===== src/logic/chc_pkg.sv =====
package chc_pkg;

  // ----------------------------------------------------------------
  // register byte addresses
  // ----------------------------------------------------------------
  localparam logic [31:0] CHC_OFF_STATUS = 32'hFFF80040;
  localparam logic [31:0] CHC_OFF_IRQ_SET = 32'hFFF80044;
  localparam logic [31:0] CHC_OFF_IRQ_CLR = 32'hFFF80048;
  localparam logic [31:0] CHC_OFF_IRQ_MASK = 32'hFFF8004C;
  localparam logic [31:0] CHC_OFF_DMA_CFG = 32'hFFF80050;
  localparam logic [31:0] CHC_OFF_HOST_CFG = 32'hFFF80054;

  // ----------------------------------------------------------------
  // flag positions and implemented flag bits
  // ----------------------------------------------------------------
  localparam int CHC_BIT_CMD_DONE = 0;
  localparam int CHC_BIT_RX_OVERRUN = 30;
  localparam int CHC_BIT_TX_UNDERRUN = 31;
  localparam logic [31:0] CHC_FLAG_USED = 32'hFFFF313F;

  // ----------------------------------------------------------------
  // field positions
  // ----------------------------------------------------------------
  localparam int CHC_DMA_OFFSET_LSB = 0;
  localparam int CHC_DMA_CHUNK_LSB = 4;
  localparam int CHC_DMA_ENABLE_BIT = 8;
  localparam int CHC_DMA_READ_PAD_OPTIMIZE_BIT = 12;
  localparam int CHC_CFG_FIFO_BIT = 0;
  localparam int CHC_CFG_FERR_BIT = 4;
  localparam int CHC_CFG_HS_BIT = 8;
  localparam int CHC_CFG_LAST_BLOCK_SYNC_BIT = 12;

  // ----------------------------------------------------------------
  // reset values
  // ----------------------------------------------------------------
  localparam logic [31:0] CHC_MASK_RESET = 32'h00000000;
  localparam logic [5:0] CHC_DMA_RESET = 6'h00;
  localparam logic [3:0] CHC_CFG_RESET = 4'h0;

  // ----------------------------------------------------------------
  // chunk sizes in data items
  // ----------------------------------------------------------------
  localparam logic [4:0] CHC_CHUNK_1 = 5'h01;
  localparam logic [4:0] CHC_CHUNK_4 = 5'h04;
  localparam logic [4:0] CHC_CHUNK_8 = 5'h08;
  localparam logic [4:0] CHC_CHUNK_16 = 5'h10;

  typedef struct packed {
    logic read_pad_optimize;
    logic dma_handshake_enable;
    logic [1:0] dma_chunk_size;
    logic [1:0] write_offset;
  } chc_dma_cfg_t;

  typedef struct packed {
    logic last_block_sync;
    logic high_speed_timing;
    logic flow_error_clear_mode;
    logic fifo_write_start_mode;
  } chc_host_cfg_t;

  typedef enum logic [1:0] {
    CHC_IDLE,
    CHC_WAIT_BLOCK,
    CHC_WAIT_XFER
  } chc_cmd_state_t;

endpackage


===== src/logic/chc_flow_flags.sv =====
`timescale 1ns/1ps
module chc_flow_flags
  import chc_pkg::*;
#(
  parameter int W = 2
)
(
  // clock and reset
  input wire logic pclk,
  input wire logic presetn,
  // per-flag set and clear strobes
  input wire logic [W-1:0] set,
  input wire logic [W-1:0] clr,
  // sticky flags
  output logic [W-1:0] flag
);

  // ----------------------------------------------------------------
  // sticky bits, one per flag
  // ----------------------------------------------------------------
  genvar i;
  generate
    for (i = 0; i < W; i++)
    begin : g_flag
      // set beats clear so an event in the clearing cycle survives
      always_ff @(posedge pclk or negedge presetn)
      begin
        if (!presetn)
          flag[i] <= 1'b0;
        else if (set[i])
          flag[i] <= 1'b1;
        else if (clr[i])
          flag[i] <= 1'b0;
      end

    end
  endgenerate
endmodule


===== src/logic/chc_regs.sv =====
// Chosen here: the APB slave port.
`timescale 1ns/1ps
module chc_regs
  import chc_pkg::*;
#(
  parameter int FIFO_WORDS = 64,
  parameter int BLEN_W = 16,
  parameter int FILL_W = 8
)
(
  // clock and reset
  input wire logic pclk,
  input wire logic presetn,
  // apb slave
  input wire logic psel,
  input wire logic penable,
  input wire logic pwrite,
  input wire logic [31:0] paddr,
  input wire logic [31:0] pwdata,
  output logic [31:0] prdata,
  output logic pready,
  output logic pslverr,
  // status from the controller core
  input wire logic [31:0] core_flags,
  input wire logic underrun_event,
  input wire logic overrun_event,
  input wire logic new_xfer_cmd,
  // data path
  input wire logic [BLEN_W-1:0] block_length,
  input wire logic [FILL_W-1:0] fifo_fill,
  output chc_dma_cfg_t dma_cfg,
  output chc_host_cfg_t host_cfg,
  output logic [4:0] dma_chunk_items,
  output logic [BLEN_W:0] read_move_bytes,
  output logic [FILL_W-1:0] write_start_level,
  output logic write_start,
  // command sequencing
  input wire logic cmd_pending,
  input wire logic block_end,
  input wire logic xfer_end,
  input wire logic block_count_zero,
  output logic issue_cmd,
  // interrupt request
  output logic irq
);

  // ----------------------------------------------------------------
  // apb decode
  // ----------------------------------------------------------------
  wire logic acc_first = psel && penable && !pready;
  wire logic acc_done = psel && penable && pready;
  wire logic hit_status = paddr == CHC_OFF_STATUS;
  wire logic hit_set = paddr == CHC_OFF_IRQ_SET;
  wire logic hit_clr = paddr == CHC_OFF_IRQ_CLR;
  wire logic hit_mask = paddr == CHC_OFF_IRQ_MASK;
  wire logic hit_dma = paddr == CHC_OFF_DMA_CFG;
  wire logic hit_cfg = paddr == CHC_OFF_HOST_CFG;
  wire logic rd_ok = hit_status || hit_mask || hit_dma || hit_cfg;
  wire logic wr_ok = hit_set || hit_clr || hit_dma || hit_cfg;
  wire logic bad = pwrite ? !wr_ok : !rd_ok;
  wire logic wr_commit = acc_done && pwrite && !pslverr;
  // the read-clear is taken with the data capture so no event slips by
  wire logic status_read = acc_first && !pwrite && hit_status;

  // ----------------------------------------------------------------
  // registers
  // ----------------------------------------------------------------
  logic [31:0] irq_mask;
  logic [1:0] flow_flag;
  wire logic [31:0] dma_word = {19'h0, dma_cfg.read_pad_optimize,
    3'h0, dma_cfg.dma_handshake_enable, 2'h0, dma_cfg.dma_chunk_size,
    2'h0, dma_cfg.write_offset};
  wire logic [31:0] cfg_word = {19'h0, host_cfg.last_block_sync, 3'h0,
    host_cfg.high_speed_timing, 3'h0, host_cfg.flow_error_clear_mode,
    3'h0, host_cfg.fifo_write_start_mode};

  // underrun and overrun held here, rest are core levels
  wire logic [31:0] status_word = {flow_flag[1], flow_flag[0],
    core_flags[29:0]} & CHC_FLAG_USED;

  wire logic [31:0] next_rdata = hit_status ? status_word :
                                 hit_mask ? irq_mask :
                                 hit_dma ? dma_word :
                                 hit_cfg ? cfg_word : 32'h00000000;

  wire logic [31:0] set_bits = pwdata & CHC_FLAG_USED;
  wire logic [31:0] next_mask =
    wr_commit && hit_set ? irq_mask | set_bits :
    wr_commit && hit_clr ? irq_mask & ~set_bits :
    irq_mask;

  always_ff @(posedge pclk or negedge presetn)
  begin
    if (!presetn)
    begin
      pready <= 1'b0;
      pslverr <= 1'b0;
      prdata <= 32'h00000000;
    end
    else
    begin
      pready <= acc_first;
      pslverr <= acc_first && bad;
      if (acc_first && !pwrite)
        prdata <= bad ? 32'h00000000 : next_rdata;
    end
  end

  always_ff @(posedge pclk or negedge presetn)
  begin
    if (!presetn)
      irq_mask <= CHC_MASK_RESET;
    else
      irq_mask <= next_mask;
  end

  always_ff @(posedge pclk or negedge presetn)
  begin
    if (!presetn)
      dma_cfg <= CHC_DMA_RESET;
    else if (wr_commit && hit_dma)
    begin
      dma_cfg.write_offset <= pwdata[CHC_DMA_OFFSET_LSB+:2];
      dma_cfg.dma_chunk_size <= pwdata[CHC_DMA_CHUNK_LSB+:2];
      dma_cfg.dma_handshake_enable <= pwdata[CHC_DMA_ENABLE_BIT];
      dma_cfg.read_pad_optimize <= pwdata[CHC_DMA_READ_PAD_OPTIMIZE_BIT];
    end
  end

  always_ff @(posedge pclk or negedge presetn)
  begin
    if (!presetn)
      host_cfg <= CHC_CFG_RESET;
    else if (wr_commit && hit_cfg)
    begin
      host_cfg.fifo_write_start_mode <= pwdata[CHC_CFG_FIFO_BIT];
      host_cfg.flow_error_clear_mode <= pwdata[CHC_CFG_FERR_BIT];
      host_cfg.high_speed_timing <= pwdata[CHC_CFG_HS_BIT];
      host_cfg.last_block_sync <= pwdata[CHC_CFG_LAST_BLOCK_SYNC_BIT];
    end
  end

  // ----------------------------------------------------------------
  // flow error flags
  // ----------------------------------------------------------------
  wire logic ferr_write = wr_commit && hit_cfg && pwdata[CHC_CFG_FERR_BIT];
  wire logic ferr_read = status_read && host_cfg.flow_error_clear_mode;
  // a new command clears both; a read clears only in ferr mode
  wire logic under_clr = new_xfer_cmd || ferr_write || ferr_read;
  wire logic over_clr = new_xfer_cmd || ferr_read;

  chc_flow_flags #(
    .W(2)
  ) u_flow (
    .pclk(pclk),
    .presetn(presetn),
    .set({underrun_event, overrun_event}),
    .clr({under_clr, over_clr}),
    .flag(flow_flag)
  );

  // ----------------------------------------------------------------
  // interrupt request
  // ----------------------------------------------------------------
  always_ff @(posedge pclk or negedge presetn)
  begin
    if (!presetn)
      irq <= 1'b0;
    else
      irq <= |(status_word & irq_mask);
  end

  // ----------------------------------------------------------------
  // dma and fifo helpers
  // ----------------------------------------------------------------
  wire logic [4:0] chunk_items =
    dma_cfg.dma_chunk_size == 2'b00 ? CHC_CHUNK_1 :
    dma_cfg.dma_chunk_size == 2'b01 ? CHC_CHUNK_4 :
    dma_cfg.dma_chunk_size == 2'b10 ? CHC_CHUNK_8 : CHC_CHUNK_16;

  wire logic [BLEN_W:0] blen_x = {1'b0, block_length};
  wire logic [BLEN_W:0] blen_pad = (blen_x + (BLEN_W+1)'(3)) &
                                   ~(BLEN_W+1)'(3);
  wire logic [BLEN_W:0] next_move = dma_cfg.read_pad_optimize ?
    blen_pad :
    blen_x;

  wire logic [FILL_W-1:0] level;

  chc_write_start #(
    .FIFO_WORDS(FIFO_WORDS),
    .BLEN_W(BLEN_W),
    .FILL_W(FILL_W)
  ) u_start (
    .fifo_write_start_mode(host_cfg.fifo_write_start_mode),
    .block_length(block_length),
    .level(level)
  );

  // limitation: outputs trail the config write by one cycle
  always_ff @(posedge pclk or negedge presetn)
  begin
    if (!presetn)
    begin
      dma_chunk_items <= CHC_CHUNK_1;
      read_move_bytes <= '0;
      write_start_level <= '0;
      write_start <= 1'b0;
    end
    else
    begin
      dma_chunk_items <= chunk_items;
      read_move_bytes <= next_move;
      write_start_level <= level;
      write_start <= fifo_fill >= level && fifo_fill != '0;
    end
  end

  // ----------------------------------------------------------------
  // pending command sequencing
  // ----------------------------------------------------------------
  chc_cmd_state_t state;
  chc_cmd_state_t next_state;
  // infinite transfers never end, so sync falls back to block end
  wire logic sync_xfer = host_cfg.last_block_sync && !block_count_zero;
  logic next_issue;

  always_comb
  begin
    next_state = state;
    next_issue = 1'b0;
    case (state)
      CHC_IDLE:
        if (cmd_pending)
          next_state = sync_xfer ? CHC_WAIT_XFER : CHC_WAIT_BLOCK;
      CHC_WAIT_BLOCK:
        if (block_end)
        begin
          next_issue = 1'b1;
          next_state = CHC_IDLE;
        end
      CHC_WAIT_XFER:
        if (xfer_end)
        begin
          next_issue = 1'b1;
          next_state = CHC_IDLE;
        end
      default:
        next_state = CHC_IDLE;
    endcase
  end

  always_ff @(posedge pclk or negedge presetn)
  begin
    if (!presetn)
    begin
      state <= CHC_IDLE;
      issue_cmd <= 1'b0;
    end
    else
    begin
      state <= next_state;
      issue_cmd <= next_issue;
    end
  end

  if (BLEN_W < 4 || FILL_W < 3)
    $error("length or fill width too small");
endmodule


===== src/logic/chc_write_start.sv =====
`timescale 1ns/1ps
module chc_write_start
  import chc_pkg::*;
#(
  parameter int FIFO_WORDS = 64,
  parameter int BLEN_W = 16,
  parameter int FILL_W = 8
)
(
  // configuration
  input wire logic fifo_write_start_mode,
  input wire logic [BLEN_W-1:0] block_length,
  // fill level in words at which a card write may start
  output logic [FILL_W-1:0] level
);

  // ----------------------------------------------------------------
  // thresholds in bytes: 3/4 fifo is 3*words, half is 2*words
  // ----------------------------------------------------------------
  localparam logic [BLEN_W+1:0] THREE_Q = (BLEN_W+2)'(3 * FIFO_WORDS);
  localparam logic [BLEN_W+1:0] HALF_B = (BLEN_W+2)'(2 * FIFO_WORDS);
  localparam logic [FILL_W-1:0] LVL_HALF = FILL_W'(FIFO_WORDS / 2);
  localparam logic [FILL_W-1:0] LVL_QUART = FILL_W'(FIFO_WORDS / 4);
  localparam logic [FILL_W-1:0] LVL_ONE = FILL_W'(1);

  wire logic [BLEN_W+1:0] blen_x = {2'b00, block_length};
  // whole small block, rounded up to words
  wire logic [BLEN_W+1:0] blen_words = (blen_x + (BLEN_W+2)'(3)) >> 2;
  wire logic big_block = blen_x >= THREE_Q;
  wire logic mid_block = blen_x >= HALF_B;

  assign level = fifo_write_start_mode ? LVL_ONE :
                 big_block ? LVL_HALF :
                 mid_block ? LVL_QUART :
                 blen_words[FILL_W-1:0];

  if (FIFO_WORDS < 4 || FIFO_WORDS >= (1 << FILL_W))
    $error("fifo depth does not fit the fill counter");

endmodule


===== config.mk =====
export PLATFORM = sky130hd
export DESIGN_NAME = chc_regs
export DESIGN_NICKNAME = d
export VERILOG_FILES = /design/src/logic/chc_pkg.sv /design/src/logic/chc_flow_flags.sv /design/src/logic/chc_regs.sv /design/src/logic/chc_write_start.sv
export SDC_FILE = /design/constraint.sdc
export NUM_CORES = 1
export LEC_CHECK = 0
export BUFFER_PORTS_ARGS = -buffer_cell sky130_fd_sc_hd__buf_4
export CORE_UTILIZATION = 44
export DETAILED_ROUTE_END_ITERATION = 6
export GPL_TIMING_DRIVEN = 1
export PLACE_DENSITY = 0.77
export REMOVE_ABC_BUFFERS = 1
export SYNTH_ARGS = -nofsm -noshare
export SYNTH_HDL_FRONTEND = slang
export SYNTH_HIERARCHICAL = 1
export SYNTH_SLANG_ARGS = --single-unit

===== constraint.sdc =====
create_clock -name pclk -period 1.6 [get_ports pclk]
set_clock_uncertainty 0.15 [all_clocks]
set_input_delay 0.24 -clock pclk [delete_from_list [all_inputs] [get_ports pclk]]
set_output_delay 0.24 -clock pclk [all_outputs]
set_load 0.05 [all_outputs]

== Word level (Yosys, flattened, before mapping) ==
Index checks and enable logic that the tools add are counted.

* Register bits after elaboration: 113
* Output and inout bits: 77
* Logic and storage cells: 109

* Add/sub/neg operators: 2
* Magnitude comparators: 3
* Eq/ne operators: 13
* Mux-type cells: 27
* Bitwise operators: 4
* Reductions and logical operators: 39

{| class="wikitable"
|+ Operators with widths
! operator !! number
|-
| 32-bit equality test (second input constant) || 6
|-
| 32-bit 2-to-1 mux || 5
|-
| 32-bit bitwise AND || 2
|-
| 16-bit by 8-bit >= comparator with 1-bit output (second input constant) || 2
|-
| 32-bit NOT || 1
|-
| 32-bit bitwise OR || 1
|-
| 32-bit OR reduction || 1
|-
| 13-bit 2-to-1 mux || 2
|-
| 8-bit 2-to-1 mux || 3
|-
| 16-bit by 2-bit adder with 17-bit output (second input constant) || 1
|-
| 17-bit 2-to-1 mux || 1
|-
| 1-bit logical AND || 16
|-
| 5-bit 2-to-1 mux || 3
|-
| 10-bit by 2-bit adder with 10-bit output (second input constant) || 1
|-
| 1-bit logical OR || 9
|-
| 8-bit >= comparator || 1
|-
| 2-bit 2-to-1 mux || 4
|-
| 8-bit nonzero test || 1
|-
| 1-bit 2-to-1 mux || 7
|-
| 1-bit zero test || 6
|-
| 2-bit inequality test (second input constant) || 3
|-
| 2-bit one-hot mux with 3 select lines || 1
|-
| 2-bit nonzero test || 3
|-
| 2-bit by 1-bit equality test with 1-bit output (second input constant) || 2
|-
| 4 further kinds || 6
|}

== Longest topological paths before layout ==
* Depth after elaboration: 10
* Mapped depth: 9
* Gate-level depth less buffers: 9

== By module ==
The synthesis kept the hierarchy.

{| class="wikitable"
|+ By module, submodules not included
! module !! instances !! cells each !! area each (um^2) !! seq. area each (um^2)
|-
| chc_regs || 1 || 430 || 4710.8 || 2403.6
|-
| chc_write_start || 1 || 26 || 196.4 || 0.0
|-
| chc_flow_flags || 1 || 6 || 72.6 || 50.0
|}

== Worst setup path after synthesis ==
No wires, ideal clock.

* Path type: register to register
* Start point: reg pready
* End point: reg host_cfg[2] (netlist bit)
* Setup time: 125 ps
* Data arrival time: 1804 ps
* Data required time: 1325 ps
* Path slack: -478 ps
* Stages on the path, launching flop included: 6
* Path buffers: 0
* Period minus slack after synthesis: 2078 ps
* Cell sequence: dfrtp_1 nand2_1 nor3_2 nand3_1 nor4_4 mux2_2

* Longest elaborated chain between the ends: 4

{| class="wikitable"
|+ RTL lines
! element !! line !! text
|-
| start: declaration || chc_regs.sv:21 || <nowiki>output logic pready,</nowiki>
|-
| start signal: assignment || chc_regs.sv:102 || <nowiki>pready <= acc_first;</nowiki>
|-
| 1-bit logical AND || chc_regs.sv:51 || <nowiki>wire logic acc_done = psel && penable && pready;</nowiki>
|-
| 1-bit logical AND (2 in series) || chc_regs.sv:61 || <nowiki>wire logic wr_commit = acc_done && pwrite && !pslverr;</nowiki>
|-
| 1-bit logical AND || chc_regs.sv:134 || <nowiki>else if (wr_commit && hit_cfg)</nowiki>
|-
| end: declaration || chc_regs.sv:32 || <nowiki>output chc_host_cfg_t host_cfg,</nowiki>
|}

No other way between the ends.
A chain may end at the register's enable or synchronous reset.

== Worst setup path after layout ==
* Start point: reg, netlist name host_cfg[0]
* End point: reg write_start

* Longest elaborated chain between the ends: 3

{| class="wikitable"
|+ RTL lines
! element !! line !! text
|-
| 8-bit 2-to-1 mux || chc_write_start.sv:32 || <nowiki>assign level = fifo_write_start_mode ? LVL_ONE :</nowiki>
|-
| net level[1] || chc_regs.sv:188 || <nowiki>wire logic [FILL_W-1:0] level;</nowiki>
|-
| 8-bit >= comparator || chc_regs.sv:215 || <nowiki>write_start <= fifo_fill >= level && fifo_fill != '0;</nowiki>
|-
| 1-bit logical AND || chc_regs.sv:215 ||
|-
| end signal: assignment || chc_regs.sv:208 || <nowiki>write_start <= 1'b0;</nowiki>
|-
| end signal: assignment || chc_regs.sv:215 ||
|-
| end: declaration || chc_regs.sv:36 || <nowiki>output logic write_start,</nowiki>
|}

The timed path passes the listed nets, and every way through them passes these cells.

==> results.sh <==
export IMPL_power_density_nw_per_um2=749.6
export IMPL_fp_row_count=38
export IMPL_cap_violations=0
export IMPL_crit_fanout=8
export IMPL_ios=209
export IMPL_synth_avg_cell_area_sq_um=10.78
export IMPL_fp_dieW_um=108.4
export IMPL_crit_path_end_kind="flop"
export IMPL_synth_area_sq_um=4980
export IMPL_multi_input_area_sq_um=2659
export IMPL_dieArea_sq_um=11750
export IMPL_grt_pass1_wl_mm=23.77
export IMPL_max_stage_delay_ns=0.48
export IMPL_cts_num_sinks=98
export IMPL_cts_root_buf="clkbuf_16"
export IMPL_cts_made_buffers=9
export IMPL_totalWireLength_mm=17.11
export IMPL_vias=5035
export IMPL_core_area_sq_um=10940
export IMPL_synth_edf_count=0
export IMPL_clk_pin_slew_worst_paths_ns=0.07
export IMPL_viasPerCell=5.748
export IMPL_synth_area_top_cells="dfrtp_1, nand2_1, a22o_1"
export IMPL_cts_tree="built"
export IMPL_detail_route_antenna_nets=0
export IMPL_ys_ff_latch=98
export IMPL_hold_violations=0
export IMPL_track_usage=0.2651
export IMPL_die_h_um=108.4
export IMPL_crit_required_ns=1.68
export IMPL_synth_async_sr_flop_share=1.000
export IMPL_ys_warnings_count=6
export IMPL_synth_top_area_share=0.4874
export IMPL_drt_pre_antenna_iters=6
export IMPL_rsz0062_at_grt="yes"
export IMPL_cpMaxStageDelayCell="dfrtp_2"
export IMPL_seq_area_frac_synth=0.4927
export IMPL_grt_pass1_vias=4884
export IMPL_drtIter0Drc=410
export IMPL_clk_latency_ns=0.35
export IMPL_area_delta_synth_final_pct=62.11
export IMPL_h_tree_depth=3
export IMPL_finish_net_count=875
export IMPL_critical_path_arrival_ns=1.98
export IMPL_synth_cell_types=64
export IMPL_antenna_found_initial=0
export IMPL_overflow=0
export IMPL_cts_max_path_buffers=2
export IMPL_diodes=0
export IMPL_synthFlopType="dfrtp_1"
export IMPL_critPathKind="flop to flop"
export IMPL_initial_core_util=0.4554
export IMPL_violations="negative setup slack"
export IMPL_dp_hpwl_mm=10.84
export IMPL_regArea_sq_um=2456
export IMPL_setup_slack_ns=-0.2983
export IMPL_portBuffers=184
export IMPL_drive_above_1_share=0.5027
export IMPL_fin_crit_sh=1.186
export IMPL_setup_viol_count_final=61
export IMPL_whs_ns=0.01263
export IMPL_p_leak_nw=3.894
export IMPL_drv_slew=0
export IMPL_fin_tns_setup_ns=-10.30
export IMPL_syn_inst=462
export IMPL_hold_class="input port to flop"
export IMPL_cp_start_kind="flop"
export IMPL_layout_min_cycle_time_ns=1.898
export IMPL_wl_per_cell_um=19.53
export IMPL_status="complete, but fails checks"
export IMPL_fill_cells=713
export IMPL_timing_fmax_ghz=0.5268
export IMPL_grt_max_degree=66
export IMPL_synth_top_area_cell="dfrtp_1"
export IMPL_crit_path_cell_trace="nor4_4 -> inv_1 -> ha_4 -> a21oi_2 -> nor2b_1 -> o211ai_1 -> a31oi_1"
export IMPL_drcViolationCount=0
export IMPL_ir_worst_vdd_uv=641.8
export IMPL_finalWeightedCongestion=0.8702
## worst paths after layout
kind	startpoint	end	slack, ns	depth (start not counted)
setup / recovery	host_cfg[0]	write_start	-0.30	7
hold / removal	pwdata[1]	flop	0.01	2
setup reg to reg	host_cfg[0]	write_start	-0.30	7
hold reg to reg	prdata[20]	prdata[20]	0.34	2
max in group asynchronous	presetn	pslverr	0.68	3
min in group asynchronous	presetn	write_start_level[5]	0.24	3
## routing by layer
layer | wire length [um] | global-route usage
met4 | 835 | 0.1448
met1 | 6410 | 0.3200
met2 | 8553 | 0.4445
met5 | 0 | 0
met3 | 1312 | 0.05304
## synthesized netlist by cell type (6+ instances only)
cell type,n
nor2_1,13
a22o_1,26
a21oi_1,10
mux2_4,6
buf_4,13
a22oi_1,29
xnor2_1,14
clkbuf_1,6
nand4_1,7
dfrtp_1,97
ha_1,11
nand3_1,8
nor4_1,6
o21ai_1,10
o21ai_0,23
nand2_1,63
inv_1,24
## power breakdown
| group | leakage [nW] | total, mW | switching [mW] | internal (mW) |
|---|---|---|---|---|
| clock network | 0.162 | 2.39 | 0.940 | 1.45 |
| registers | 1.30 | 2.55 | 0.0239 | 2.53 |
| logic | 2.43 | 1.11 | 0.604 | 0.504 |
| total | 3.89 | 6.05 | 1.57 | 4.48 |
## kinds of logic (layout without fill, tap and decap cells)
| logic type | count (synthesis) | in the layout | synth area share |
|---|---|---|---|
| AOI/OAI and AO/OA | 126 | 126 | 0.1829 |
| DFF | 98 | 98 | 0.4927 |
| other | 2 | 10 | 0.001508 |
| adders and majority gates | 11 | 11 | 0.02764 |
| buffers and inverters | 52 | 318 | 0.05603 |
| xor gates and xnor gates | 19 | 19 | 0.03342 |
| muxes | 10 | 10 | 0.02714 |
| and+or+nand+nor | 144 | 144 | 0.1786 |
## final cells by class
class                           count  area share
Clock buffer                       11     0.03131
Clock inverter                      4    0.009144
Inverter                           24     0.01116
Multi-Input combinational cell    320      0.3294
Sequential cell                    98      0.3042
Tap cell                          140     0.02170
Timing Repair Buffer              279      0.2931
## through the flow
stage,total power [mW],setup slack (ns),cell area (sq um),utilization,cells
after detailed placement,3.547,-0.6108,6895,0.6305,823
final,6.051,-0.2983,8073,0.7382,876
after global placement,3.510,-0.5749,6895,0.6305,823
after global routing,6.233,-0.4573,8073,0.7382,876
after floorplan,2.988,-1.929,4821,-,442
after CTS,5.975,-0.2108,7710,0.7050,869
## worst max-delay path: cells and delay by family, from the launching register on
kind	cells	cell delay, ns
buf+inv	1	0.12
simple gates	2	0.41
compound gates	3	0.40
fa+ha+maj	1	0.23
flops	1	0.48
## what timing repair did
item | CTS | global route
endpoints found under the hold margin | 119 | 0
hold buffers | 22 | 0
gates cloned | 2 | 4
buffers inserted | 7 | 3
pin swaps | 14 | 46
setup endpoints to repair | 63 | 70
gates resized for setup | 47 | 70
## placed cells by master (no fill, tap or decap), drive strengths merged, types with 14 or more instances in the layout
master / n
xnor2: 14
a22o: 26
nand2: 63
dlygate4sd3: 22
inv: 25
buf: 254
o21ai: 33
dfrtp: 97
clkbuf: 14
a22oi: 29
No activity file was read; power rests on OpenSTA's default activity.
